File: config.mk
export PLATFORM = sky130hd
export DESIGN_NAME = step_switch_supervisor
export DESIGN_NICKNAME = d
export VERILOG_FILES = /design/src/hw/step_sup_pkg.sv /design/src/hw/sec_timebase.sv /design/src/hw/step_switch_supervisor.sv
export VERILOG_INCLUDE_DIRS = /design/src /design/src/hw
export SDC_FILE = /design/constraint.sdc
export NUM_CORES = 1
export LEC_CHECK = 0
export ABC_AREA = 1
export BUFFER_PORTS_ARGS = -buffer_cell sky130_fd_sc_hd__buf_2
export CELL_PAD_IN_SITES_DETAIL_PLACEMENT = 0
export CELL_PAD_IN_SITES_GLOBAL_PLACEMENT = 1
export CORE_MARGIN = 8
export CORE_UTILIZATION = 45
export CTS_CLUSTER_DIAMETER = 60
export DETAILED_ROUTE_END_ITERATION = 16
export GPL_ROUTABILITY_DRIVEN = 0
export PLACE_DENSITY_LB_ADDON = 0.1
export SYNTH_ARGS = -nofsm -noshare
export SYNTH_HDL_FRONTEND = slang
export SYNTH_SLANG_ARGS = --single-unit
File: constraint.sdc
create_clock -name core_clk -period 2.94 [get_ports core_clk]
set_input_delay 0.441 -clock core_clk [delete_from_list [all_inputs] [get_ports core_clk]]
set_output_delay 0.441 -clock core_clk [all_outputs]
set_load 0.005 [all_outputs]
File: src/hw/step_sup_defs.svh
// Purpose: Offsets, fields, reset values and timing counts of the step switch supervisor
// Assumes: 40 MHz core clock, byte-addressed plain register port
// Notes:   Times are kept in their own unit and converted where used
`ifndef STEP_SUP_DEFS_SVH
`define STEP_SUP_DEFS_SVH

// Register byte offsets
`define ADR_CTRL    8'h00
`define ADR_STATUS  8'h04
`define ADR_STEPS   8'h08
`define ADR_FIXOFF  8'h0c
`define ADR_LOG     8'h10
`define ADR_DISCH   8'h14
`define ADR_LOCK    8'h18

// Status field positions
`define ST_MAN_BIT  16
`define ST_HALT_BIT 17
`define ST_SEL_LSB  18

// Reset values
`define PFC_RST     2'h0
`define DISCH_RST   8'h3c

// Timing
`define CLK_HZ      40000000
`define TIME_SEC    1
`define SEC_CYCLES  (`TIME_SEC * `CLK_HZ)
`define SEC_PER_MIN 60
`define HOLD_SEC    3
`define IDLE_MIN    10
`define IDLE_SEC    (`IDLE_MIN * `SEC_PER_MIN)
`define LOCK_MIN    30
`define FAULT_HOURS 24
`define FAULT_MIN   (`FAULT_HOURS * 60)
`define LOG_DEPTH   5

`endif

File: src/hw/step_sup_pkg.sv
// Purpose: Types shared by the step switch supervisor
// Assumes: Nothing
// Notes:   Alarm code n maps to alarm vector bit n-1
package step_sup_pkg;
  typedef enum logic [1:0] {
    PFC_ON   = 2'b00,
    PFC_OFF  = 2'b01,
    PFC_HOLD = 2'b10
  } pfc_mode_t;

  typedef enum logic {
    MAN_AUTO   = 1'b0,
    MAN_ACTIVE = 1'b1
  } man_state_t;

  typedef enum logic [3:0] {
    ALM_NONE   = 4'h0,
    ALM_ABORT  = 4'h1,
    ALM_VOLT   = 4'h2,
    ALM_ILO    = 4'h3,
    ALM_IHI    = 4'h4,
    ALM_COMP   = 4'h5,
    ALM_THD    = 4'h6,
    ALM_FAULTY = 4'h7,
    ALM_SPL    = 4'h8,
    ALM_TEMP   = 4'h9,
    ALM_OPH    = 4'ha,
    ALM_OPC    = 4'hb,
    ALM_OVL    = 4'hc,
    ALM_HUNT   = 4'hd
  } alarm_code_t;
endpackage

File: src/hw/sec_timebase.sv
// Purpose: Second and minute pulses from the core clock
// Assumes: SEC_CYCLES core cycles per second
// Notes:   Pulses are one core cycle wide
`timescale 1ns/1ps
`include "step_sup_defs.svh"
module sec_timebase #(
  parameter int SEC_CYCLES = `SEC_CYCLES
) (
  input  wire logic core_clk,
  input  wire logic nrst,
  output logic      secTick,
  output logic      minTick
);
  logic [25:0] div_r;
  logic [5:0]  secCnt_r;
  wire         divEnd = (div_r == 26'(SEC_CYCLES - 1));
  wire         secEnd = (secCnt_r == 6'(`SEC_PER_MIN - 1));

  always_ff @(posedge core_clk or negedge nrst) begin
    if (!nrst) begin
      div_r    <= 26'h0;
      secCnt_r <= 6'h0;
      secTick  <= 1'b0;
      minTick  <= 1'b0;
    end else begin
      div_r    <= divEnd ? 26'h0 : div_r + 26'h1;
      secTick  <= divEnd;
      minTick  <= divEnd & secEnd;
      if (divEnd) begin
        secCnt_r <= secEnd ? 6'h0 : secCnt_r + 6'h1;
      end
    end
  end
endmodule

File: src/hw/step_switch_supervisor.sv
// Purpose: Supervises manual and automatic switching of capacitor steps and the alarms
// Assumes: Keys and measurement flags are synchronous to core_clk
// Notes:   Registers on a plain port, read data one cycle after the read strobe
`timescale 1ns/1ps
`include "step_sup_defs.svh"
module step_switch_supervisor #(
  parameter int N          = 12,
  parameter int SEC_CYCLES = `SEC_CYCLES
) (
  input  wire logic           core_clk,
  input  wire logic           nrst,
  input  wire logic [7:0]     regAddr,
  input  wire logic [31:0]    regWdata,
  input  wire logic           regWr,
  input  wire logic           regRd,
  output logic      [31:0]    regRdata,
  input  wire logic           keyUp,
  input  wire logic           keyDown,
  input  wire logic           keySel,
  input  wire logic           keyEsc,
  input  wire logic           menuManual,
  input  wire logic           lastInFirstOut,
  input  wire logic           autoInitRunning,
  input  wire logic           autoInitAbort,
  input  wire logic           voltageOk,
  input  wire logic           currentLow,
  input  wire logic           currentHigh,
  input  wire logic           compFail,
  input  wire logic           thdExceeded,
  input  wire logic           tempExceeded,
  input  wire logic           overloadExceeded,
  input  wire logic           hoursExceeded,
  input  wire logic [N-1:0]   cyclesExceeded,
  input  wire logic [N-1:0]   stepBroken,
  input  wire logic [N-1:0]   stepPowerLoss,
  input  wire logic [N-1:0]   stepHunting,
  input  wire logic [N-1:0]   stepTypeAuto,
  input  wire logic [N-1:0]   autoStepReq,
  output logic      [N-1:0]   stepOut,
  output logic      [N-1:0]   stepFlash,
  output logic                manualMode,
  output logic                ctrlHalted,
  output logic                dispAlarm,
  output logic      [3:0]     dispCode
);
  localparam int SW = (N > 1) ? $clog2(N) : 1;

  function automatic logic [N-1:0] topBit(input logic [N-1:0] v);
    logic [N-1:0] r;
    r = '0;
    for (int i = 0; i < N; i++) begin
      if (v[i]) begin
        r = '0;
        r[i] = 1'b1;
      end
    end
    return r;
  endfunction

  function automatic logic [3:0] lowCode(input logic [12:0] v);
    logic [3:0] c;
    c = 4'h0;
    for (int i = 12; i >= 0; i--) begin
      if (v[i]) begin
        c = 4'(i + 1);
      end
    end
    return c;
  endfunction

  logic                     secTick;
  logic                     minTick;
  step_sup_pkg::pfc_mode_t  pfcMode_r;
  step_sup_pkg::man_state_t manState_r;
  logic                     upPrev_r;
  logic                     downPrev_r;
  logic                     selPrev_r;
  logic [1:0]               selHold_r;
  logic [1:0]               bothHold_r;
  logic [9:0]               idleSec_r;
  logic [SW-1:0]            selStep_r;
  logic [N-1:0]             stepOn_r;
  logic [N-1:0]             stepNxt;
  logic [N-1:0]             fixOff_r;
  logic [7:0]               dischSec_r;
  logic [7:0]               dischCnt_r [N];
  logic [10:0]              faultCnt_r [N];
  logic [5:0]               grpLockCnt_r;
  logic                     abortAlarm_r;
  logic [12:0]              alarmPrev_r;
  logic [3:0]               log_r [`LOG_DEPTH];
  logic                     blink_r;
  logic [N-1:0]             dischDone;
  logic [N-1:0]             faultLocked;

  sec_timebase #(
    .SEC_CYCLES (SEC_CYCLES)
  ) u_timebase (
    .core_clk (core_clk),
    .nrst     (nrst),
    .secTick  (secTick),
    .minTick  (minTick)
  );

  // Key edges and hold detection
  wire upPress   = keyUp & ~upPrev_r;
  wire downPress = keyDown & ~downPrev_r;
  wire selPress  = keySel & ~selPrev_r;
  wire navPress  = upPress | downPress | selPress | keyEsc;
  wire bothKeys  = keyUp & keyDown;
  wire selHeld   = (selHold_r == 2'(`HOLD_SEC));
  wire bothHeld  = (bothHold_r == 2'(`HOLD_SEC));
  wire bothFire  = bothKeys & secTick & (bothHold_r == 2'(`HOLD_SEC - 1));

  wire inManual  = (manState_r == step_sup_pkg::MAN_ACTIVE);
  wire lifoBlock = lastInFirstOut & autoInitRunning;
  wire manEnter  = ~inManual & menuManual & keySel & selHeld & ~lifoBlock;
  wire idleOut   = (idleSec_r == 10'(`IDLE_SEC));
  wire manLeave  = inManual & (keyEsc | idleOut);

  // Alarm conditions
  wire hunting   = |stepHunting;
  wire shedCond  = thdExceeded | tempExceeded | overloadExceeded;
  wire grpLocked = shedCond | (grpLockCnt_r != 6'h0);
  wire [12:0] alarmVec = {
    hunting,
    overloadExceeded,
    |cyclesExceeded,
    hoursExceeded,
    tempExceeded,
    |stepPowerLoss,
    |stepBroken,
    thdExceeded,
    compFail,
    currentHigh,
    currentLow,
    ~voltageOk,
    abortAlarm_r
  };
  wire anyAlarm  = |alarmVec;
  wire [12:0] alarmNew = alarmVec & ~alarmPrev_r;

  // Manual gating
  wire manBlock  = ~voltageOk | lifoBlock | shedCond | hunting;
  wire selIsOn   = stepOn_r[selStep_r];
  wire selTypeOk = stepTypeAuto[selStep_r];
  wire selFree   = ~faultLocked[selStep_r] & ~fixOff_r[selStep_r];
  wire selOnOk   = dischDone[selStep_r] & ~grpLocked;
  wire manTog    = inManual & selPress & ~manBlock & selTypeOk & selFree
                   & (selIsOn | selOnOk);

  // Control state
  wire modeOn    = (pfcMode_r == step_sup_pkg::PFC_ON);
  wire modeOff   = (pfcMode_r == step_sup_pkg::PFC_OFF);
  wire haltNow   = inManual | ~voltageOk | ~modeOn;
  wire shedReq   = modeOff | currentLow | shedCond;
  wire [N-1:0] forcedOff = faultLocked | fixOff_r;

  // Register decode
  wire wrCtrl    = regWr & (regAddr == `ADR_CTRL);
  wire wrFixOff  = regWr & (regAddr == `ADR_FIXOFF);
  wire wrDisch   = regWr & (regAddr == `ADR_DISCH);
  wire [19:0] logPacked = {log_r[4], log_r[3], log_r[2], log_r[1], log_r[0]};
  wire [31:0] statusWord = {{(32 - `ST_SEL_LSB - SW){1'b0}}, selStep_r, ctrlHalted,
                            inManual, 3'h0, alarmVec};
  wire [31:0] rdMux =
    (regAddr == `ADR_CTRL)   ? {30'h0, pfcMode_r} :
    (regAddr == `ADR_STATUS) ? statusWord :
    (regAddr == `ADR_STEPS)  ? {{(32 - N){1'b0}}, stepOn_r} :
    (regAddr == `ADR_FIXOFF) ? {{(32 - N){1'b0}}, fixOff_r} :
    (regAddr == `ADR_LOG)    ? {12'h0, logPacked} :
    (regAddr == `ADR_DISCH)  ? {24'h0, dischSec_r} :
    (regAddr == `ADR_LOCK)   ? {{(32 - N){1'b0}}, forcedOff | {N{grpLocked}}} :
                               32'h0;

  // Next step state
  always_comb begin
    stepNxt = stepOn_r;
    if (shedReq) begin
      if (secTick) begin
        stepNxt = stepOn_r & ~topBit(stepOn_r);
      end
    end else if (manTog) begin
      stepNxt[selStep_r] = ~selIsOn;
    end else if (!haltNow) begin
      stepNxt = autoStepReq & (stepOn_r | (dischDone & ~{N{grpLocked}}));
    end
    stepNxt = stepNxt & ~forcedOff;
  end

  // Keys, holds and idle timer
  always_ff @(posedge core_clk or negedge nrst) begin
    if (!nrst) begin
      upPrev_r   <= 1'b0;
      downPrev_r <= 1'b0;
      selPrev_r  <= 1'b0;
      selHold_r  <= 2'h0;
      bothHold_r <= 2'h0;
      idleSec_r  <= 10'h0;
    end else begin
      upPrev_r   <= keyUp;
      downPrev_r <= keyDown;
      selPrev_r  <= keySel;
      if (!keySel) begin
        selHold_r <= 2'h0;
      end else if (secTick && !selHeld) begin
        selHold_r <= selHold_r + 2'h1;
      end
      if (!bothKeys) begin
        bothHold_r <= 2'h0;
      end else if (secTick && !bothHeld) begin
        bothHold_r <= bothHold_r + 2'h1;
      end
      if (!inManual || navPress) begin
        idleSec_r <= 10'h0;
      end else if (secTick && !idleOut) begin
        idleSec_r <= idleSec_r + 10'h1;
      end
    end
  end

  // Manual mode and step selection
  always_ff @(posedge core_clk or negedge nrst) begin
    if (!nrst) begin
      manState_r <= step_sup_pkg::MAN_AUTO;
      selStep_r  <= '0;
    end else begin
      case (manState_r)
        step_sup_pkg::MAN_AUTO: begin
          if (manEnter) begin
            manState_r <= step_sup_pkg::MAN_ACTIVE;
            selStep_r  <= '0;
          end
        end
        step_sup_pkg::MAN_ACTIVE: begin
          if (manLeave) begin
            manState_r <= step_sup_pkg::MAN_AUTO;
          end else if (upPress && !keyDown) begin
            selStep_r <= (selStep_r == SW'(N - 1)) ? '0 : selStep_r + SW'(1);
          end else if (downPress && !keyUp) begin
            selStep_r <= (selStep_r == '0) ? SW'(N - 1) : selStep_r - SW'(1);
          end
        end
        default: manState_r <= step_sup_pkg::MAN_AUTO;
      endcase
    end
  end

  // Control mode and abort alarm; the abort wins over a software write
  always_ff @(posedge core_clk or negedge nrst) begin
    if (!nrst) begin
      pfcMode_r    <= step_sup_pkg::pfc_mode_t'(`PFC_RST);
      abortAlarm_r <= 1'b0;
      dischSec_r   <= `DISCH_RST;
    end else begin
      if (autoInitAbort) begin
        pfcMode_r    <= step_sup_pkg::PFC_OFF;
        abortAlarm_r <= 1'b1;
      end else if (wrCtrl) begin
        pfcMode_r    <= (regWdata[1:0] == 2'h3) ? step_sup_pkg::PFC_HOLD
                        : step_sup_pkg::pfc_mode_t'(regWdata[1:0]);
        abortAlarm_r <= 1'b0;
      end
      if (wrDisch) begin
        dischSec_r <= regWdata[7:0];
      end
    end
  end

  // Steps, discharge and per-step lockouts
  always_ff @(posedge core_clk or negedge nrst) begin
    if (!nrst) begin
      stepOn_r <= '0;
      fixOff_r <= '0;
      for (int i = 0; i < N; i++) begin
        dischCnt_r[i] <= 8'h0;
        faultCnt_r[i] <= 11'h0;
      end
    end else begin
      stepOn_r <= stepNxt;
      fixOff_r <= (fixOff_r & ~({N{wrFixOff}} & regWdata[N-1:0]))
                  | stepPowerLoss | stepHunting;
      for (int i = 0; i < N; i++) begin
        if (stepOn_r[i] && !stepNxt[i]) begin
          dischCnt_r[i] <= dischSec_r;
        end else if (secTick && dischCnt_r[i] != 8'h0) begin
          dischCnt_r[i] <= dischCnt_r[i] - 8'h1;
        end
        if (stepBroken[i]) begin
          faultCnt_r[i] <= 11'(`FAULT_MIN);
        end else if (minTick && faultCnt_r[i] != 11'h0) begin
          faultCnt_r[i] <= faultCnt_r[i] - 11'h1;
        end
      end
    end
  end

  always_comb begin
    for (int i = 0; i < N; i++) begin
      dischDone[i]   = (dischCnt_r[i] == 8'h0);
      faultLocked[i] = stepBroken[i] | (faultCnt_r[i] != 11'h0);
    end
  end

  // Group lockout, log and display
  always_ff @(posedge core_clk or negedge nrst) begin
    if (!nrst) begin
      grpLockCnt_r <= 6'h0;
      alarmPrev_r  <= 13'h0;
      blink_r      <= 1'b0;
      dispCode     <= 4'h0;
      for (int k = 0; k < `LOG_DEPTH; k++) begin
        log_r[k] <= 4'h0;
      end
    end else begin
      if (shedCond) begin
        grpLockCnt_r <= 6'(`LOCK_MIN);
      end else if (minTick && grpLockCnt_r != 6'h0) begin
        grpLockCnt_r <= grpLockCnt_r - 6'h1;
      end
      alarmPrev_r <= alarmVec;
      if (alarmNew != 13'h0) begin
        log_r[0] <= lowCode(alarmNew);
        for (int k = 1; k < `LOG_DEPTH; k++) begin
          log_r[k] <= log_r[k-1];
        end
      end else if (bothFire) begin
        for (int k = 0; k < `LOG_DEPTH; k++) begin
          log_r[k] <= 4'h0;
        end
      end
      if (!anyAlarm) begin
        blink_r <= 1'b0;
      end else if (secTick) begin
        blink_r <= ~blink_r;
      end
      dispCode <= lowCode(alarmVec);
    end
  end

  // Registered outputs
  always_ff @(posedge core_clk or negedge nrst) begin
    if (!nrst) begin
      regRdata   <= 32'h0;
      manualMode <= 1'b0;
      ctrlHalted <= 1'b0;
      stepFlash  <= '0;
    end else begin
      regRdata   <= regRd ? rdMux : 32'h0;
      manualMode <= inManual;
      ctrlHalted <= haltNow;
      stepFlash  <= (stepBroken | faultLocked | fixOff_r) & {N{blink_r}};
    end
  end

  assign stepOut   = stepOn_r;
  assign dispAlarm = blink_r;
endmodule

# After elaboration in Yosys (flattened, before gate mapping)
# Index checks and enable logic that the tools add are counted.
[op_classes]
n_lt_le_gt_ge = 2
n_bitwise = 83
addsub = 32
mux = 142
n_eq_ne = 21
n_reduce_logical = 137
[op_table]
columns = ["op", "n"]
rows = [
  ["$mux 11", 24],
  ["$mux 12", 18],
  ["$mux 8", 24],
  ["$reduce_bool 11->1", 12],
  ["$sub 11x1->11 const B", 12],
  ["$mux 4", 32],
  ["$logic_not 8->1", 13],
  ["$mux 20", 5],
  ["$reduce_bool 8->1", 12],
  ["$sub 8x1->8 const B", 12],
  ["$and 12x12->12", 7],
  ["$or 12x12->12", 7],
  ["$mux 22", 3],
  ["$reduce_or 57->1", 1],
  ["$reduce_bool 2->1", 28],
  ["$not 12->12", 4],
  ["$reduce_or 12->1", 4],
  ["$logic_and 1x1->1", 43],
  ["$or 1x1->1", 27],
  ["$add 26x1->26 const B", 1],
  ["$eq 26x26->1 const B", 1],
  ["$mux 26", 1],
  ["$eq 8x5->1 const B", 3],
  ["$and 1x1->1", 23],
  ["37 further kinds", 100],
]
[totals]
regBits = 399
wordCells = 471
in_bits = 132

# Longest topological paths before layout
[depth]
word_depth = 22
ltp_mapped = 23
ltp_nobuf = 21

# Modules after synthesis
# Synthesis repeated with hierarchy kept, for this count alone.
[hier_totals]
hier_cells = 3186
hier_area_um2 = 23546.3
[modules_own_cells]
columns = ["module", "n_inst", "seq_area_each_um2", "cells_each", "area_per_inst_um2"]
rows = [
  ["step_switch_supervisor", 1, 9138.8, 2909, 21580.7],
  ["sec_timebase", 1, 850.8, 277, 1965.6],
]

# Worst setup path after synthesis
# Ideal clock, no wire load.
[synth_path]
path_type = "register -> register"
from = "reg faultCnt_r[121] (netlist bit)"
to = "reg dischCnt_r[62] (netlist bit)"
path_slack_ns = 0.594
stages_incl_launch_ff = 24
t_arrival_ns = 2.229
setup_ns = 0.118
cell_sequence = "dfrtp_1 inv_1 ha_1 inv_1 nor2_1 nand3_1 nor2_1 nand2_1 a21oi_1 nand2_1 nand2_1 nand2_1 nor2_4 nand2_2 buf_6 nand2_1 nand3_1 nand2_1 nand2_4 nand2_4 buf_6 nand2_1 nand2_1 nand2_1"
[synth_between]
elab_chain_cells = 14
[synth_rtl]
columns = ["item", "line", "rtl"]
rows = [
  ["start: declaration", "step_switch_supervisor.sv:87", "logic [10:0] faultCnt_r [N];"],
  ["start signal: indexed assignment", "step_switch_supervisor.sv:290", "faultCnt_r[i] <= 11'(`FAULT_MIN);"],
  ["start signal: indexed assignment", "step_switch_supervisor.sv:292", "faultCnt_r[i] <= faultCnt_r[i] - 11'h1;"],
  ["$reduce_bool 11->1 *", "step_switch_supervisor.sv:301", "faultLocked[i] = stepBroken[i] | (faultCnt_r[i] != 11'h0);"],
  ["$or 1x1->1 *", "step_switch_supervisor.sv:301", ""],
  ["$bmux 1 s4 *", "step_switch_supervisor.sv:147", "wire selFree = ~faultLocked[selStep_r] & ~fixOff_r[selStep_r];"],
  ["$mux 1 (not written as such) *", "step_switch_supervisor.sv:147", ""],
  ["$not 1->1 *", "step_switch_supervisor.sv:147", ""],
  ["$and 1x1->1 *", "step_switch_supervisor.sv:147", ""],
  ["$and 1x1->1 *", "step_switch_supervisor.sv:149", "wire manTog = inManual & selPress & ~manBlock & selTypeOk & selFree"],
  ["$and 1x1->1 *", "step_switch_supervisor.sv:150", "& (selIsOn | selOnOk);"],
  ["$mux 12 *", "step_switch_supervisor.sv:183", "end else if (manTog) begin"],
  ["$mux 12 *", "step_switch_supervisor.sv:179", "if (shedReq) begin"],
  ["$and 12x12->12 *", "step_switch_supervisor.sv:188", "stepNxt = stepNxt & ~forcedOff;"],
  ["$logic_not 1->1 *", "step_switch_supervisor.sv:284", "if (stepOn_r[i] && !stepNxt[i]) begin"],
  ["$logic_and 1x1->1 *", "step_switch_supervisor.sv:284", ""],
  ["$mux 8 / $reduce_bool 2->1 (equally long branches)", "-", ""],
  ["end signal: indexed assignment", "step_switch_supervisor.sv:285", "dischCnt_r[i] <= dischSec_r;"],
  ["end signal: indexed assignment", "step_switch_supervisor.sv:287", "dischCnt_r[i] <= dischCnt_r[i] - 8'h1;"],
  ["end: declaration", "step_switch_supervisor.sv:86", "logic [7:0] dischCnt_r [N];"],
]
# Mark *: on every way between the ends. The rest lies on a longest branch, timed or not. The select of a mux whose other input is x is not followed.
# A chain may end at the register's enable or synchronous reset.

# Final worst setup path
[layout_path]
from = "reg faultCnt_r[97] (netlist bit)"
to = "reg dischCnt_r[17] (netlist bit)"
# Same word-level chain as after synthesis.

==> impl_metrics.py <==
metrics = {
    "run_status": {
        "status": "finished clean",
    },
    "min_path": {
        "hold_class": "in -> reg",
        "min_to": "alarmPrev_r[2]$_DFF_PN0_",
        "worstHoldPathCells": 1,
        "min_from": "currentLow",
    },
    "route": {
        "routedWlPerCell_um": 16.9,
        "firstDrtPassIters": 5,
        "wl_mm": 69.4,
        "met2_wirelength_mm": 31.0,
        "ant_nets": 0,
        "vias_per_cell": 5.22,
        "drt-met1-wl_mm": 31.7,
        "via_count": 21400,
        "drt_iter0_markers": 1526,
        "wl_met3_mm": 4.60,
        "drcViolationCount": 0,
        "highest_layer": "met5",
    },
    "setup_path": {
        "startpoint_type": "register",
        "cp.required_ps": 3430,
        "worstSetupPathType": "reg -> reg",
        "r2r_start": "faultCnt_r[97]$_DFFE_PN0P_",
        "worst-path-max-fanout": 10,
        "slowest_delay_ps": 390,
        "end_kind": "register",
        "arrival_ps": 3200,
        "path_buf_inv": 3,
        "slowest_stage": "dfrtp_1",
        "path_cells": "or2_2 > nor2_1 > nand3_1 > nand2_1 > nand2_1 > inv_1 > nand2_1 > nand2_1 > nand2_1 > nor2_4 > buf_6 > nand3_1 > nand3_2 > nand2_1 > nand2_4 > buf_4 > nand3_1 > nand2_1 > nand2_1",
        "reg2reg_setup_slack_ps": 230,
        "r2r-end": "dischCnt_r[17]$_DFFE_PN0P_",
        "crit_family": "simple AND/OR/NAND/NOR gates",
        "cpMostUsedCell": "nand2_1",
        "r2r.worst_path.cells": 19,
    },
    "global_route": {
        "antenna_found_initial": 7,
        "grt_max_degree": 83,
        "grt_pass1_vias": 20600,
        "grt_first_pass_wirelength_mm": 111,
        "grt-ovfl-total": 0,
        "grt_usage": 0.231,
    },
    "synthesis": {
        "synthMostInstantiatedCell": "nand2_1",
        "ys_seq_area_frac": 0.436,
        "synth.top_cell.area_share": 0.432,
        "synth_warnings": 0,
        "synth_ff_type": "dfrtp_1",
        "synth.cells.most_frequent": "nand2_1 (599), inv_1 (448), dfrtp_1 (395)",
        "synthesis.area_mm2": 0.0229,
        "synth_edf_count": 0,
        "synthArstFlopShare": 1.00,
        "avgSynthCellArea_um2": 7.46,
        "synth_cell_types": 52,
        "ys_ff_latch": 399,
        "ys_top_cells_by_area": "dfrtp_1 (43%), nand2_1 (9.8%), nand3_1 (7.9%)",
        "synth_largest_area_cell": "dfrtp_1",
        "synthCells": 3070,
    },
    "clocking": {
        "cts_buffers": 51,
        "cts.sinks": 399,
        "clockBufferDepth": 3,
        "cts_tree": "done",
        "h-tree-depth": 2,
        "cts_root_buf": "clkbuf_16",
        "path_clk_slew_ps": 60,
        "worst_skew_pair.late_latency_ps": 600,
    },
    "final_layout": {
        "layout-drive-gt1-share": 0.134,
        "num-fill-cells": 4776,
        "final_net_count": 3572,
        "area_delta_synth_final_pct": 19.9,
    },
    "flow_run": {
        "max-cap-violations": 0,
    },
    "placement": {
        "portBuffers": 164,
        "dp_slack_ps": 56.0,
        "hpwl_mm": 52.2,
    },
    "floorplan": {
        "die-area_mm2": 0.0584,
        "core.rowCount": 82,
        "io_pins": 195,
        "start_util": 0.456,
        "die_h_um": 242,
        "die_width_um": 242,
        "core_mm2": 0.0502,
    },
    "timing": {
        "finalSetupViolCount": 0,
        "fin_setup_tns_ps": 0,
        "slew_headroom": 0.486,
        "period_share": 0.922,
        "tightest_slew_ps": 770,
        "min_period_ps": 2710,
        "fin_skew_ps": 25.1,
        "grt_setup_unrepaired": "false",
        "hold_viol": 0,
        "max_freq_mhz": 369,
        "layout_setup_ws_ps": 228,
        "slew_violations": 0,
    },
    "pwr": {
        "power_leakage_nw": 13.5,
        "ir_drop_v": 0.000512,
        "finalPower_mw": 13.8,
        "powerDensity_mw_per_mm2": 503,
    },
}
cells by family after synthesis:
logic type,share of synthesized area
and+or+nand+nor,0.287
other,0.000164
xor gates and xnor gates,0.0325
AOI/OAI and AO/OA,0.118
adders and majority gates,0.0328
DFF,0.436
buffers and inverters,0.0937
stage by stage:
step	util	instance area [um2]	cells	hold WS [ps]
final	0.547	27500	4096	44.7
after detailed placement	0.505	25300	3991	443
after global placement	0.505	25300	3991	442
after floorplan	-	22900	3079	145
after CTS	0.545	27300	4091	9.65
after global routing	0.547	27500	4095	27.6
final cells by class:
type | instances | area [um2] | share of cell area
Antenna cell | 3 | 7.51 | 0.000273
Clock buffer | 73 | 1520 | 0.0554
Clock inverter | 21 | 413 | 0.0150
Inverter | 471 | 1770 | 0.0644
Multi-Input combinational cell | 2150 | 10900 | 0.398
Sequential cell | 399 | 9990 | 0.364
Tap cell | 672 | 841 | 0.0306
Timing Repair Buffer | 307 | 2000 | 0.0729
how the worst max path moves through the flow:
stage	start	to	slack, ps	cells after the start
after global placement	faultCnt_r[34]$_DFFE_PN0P_	dischCnt_r[23]$_DFFE_PN0P_	60	21
after floorplan	faultCnt_r[121]$_DFFE_PN0P_	dischCnt_r[62]$_DFFE_PN0P_	590	23
after detailed placement	faultCnt_r[34]$_DFFE_PN0P_	dischCnt_r[23]$_DFFE_PN0P_	60	21
final	faultCnt_r[97]$_DFFE_PN0P_	dischCnt_r[17]$_DFFE_PN0P_	230	19
after global routing	faultCnt_r[114]$_DFFE_PN0P_	dischCnt_r[92]$_DFFE_PN0P_	3	20
after CTS	faultCnt_r[34]$_DFFE_PN0P_	dischCnt_r[17]$_DFFE_PN0P_	40	21
where the power goes:
| part | total, mW | switching, mW | leakage [nW] | internal, mW |
|---|---|---|---|---|
| Sequential | 5.71 | 0.0950 | 4.61 | 5.62 |
| Combinational | 1.00 | 0.665 | 7.90 | 0.336 |
| Clock | 7.08 | 2.51 | 0.953 | 4.57 |
| Total | 13.8 | 3.27 | 13.5 | 10.5 |
metal layers:
metal  vias up  global-route usage
met5         -                   0
met1     10100               0.320
met3       126              0.0443
met4         4              0.0808
met2       559               0.359
li1      10600                   -
placed cells by master (no fill, tap or decap), types with 60 or more instances in the layout:
master and count:
a21oi_1 159, dfrtp_1 395, nor3_1 77, o21ai_0 212, nand2_1 595, nor2_1 328, ha_1 60, nand3_1 361
buf_4 129, inv_1 448, buf_2 163
state kept, by name (all words and copies together), names as in the netlist, 4 cells and up:
name	count
faultCnt_r	132
dischCnt_r	96
u_timebase.div_r	26
regRdata	22
logPacked	20
alarmPrev_r	13
fixOff_r	12
stepFlash	12
stepOut	12
idleSec_r	10
dischSec_r	8
grpLockCnt_r	6
u_timebase.secCnt_r	6
dispCode	4
selStep_r	4
repair_timing:
action                                  in CTS  in global routing
buffers inserted                             0                  1
hold buffers                                 6                  0
endpoints found under the setup margin       0                 96
endpoints found under the hold margin       74                  0
resized for setup                            0                 28
(Power assumes the default switching activity.)
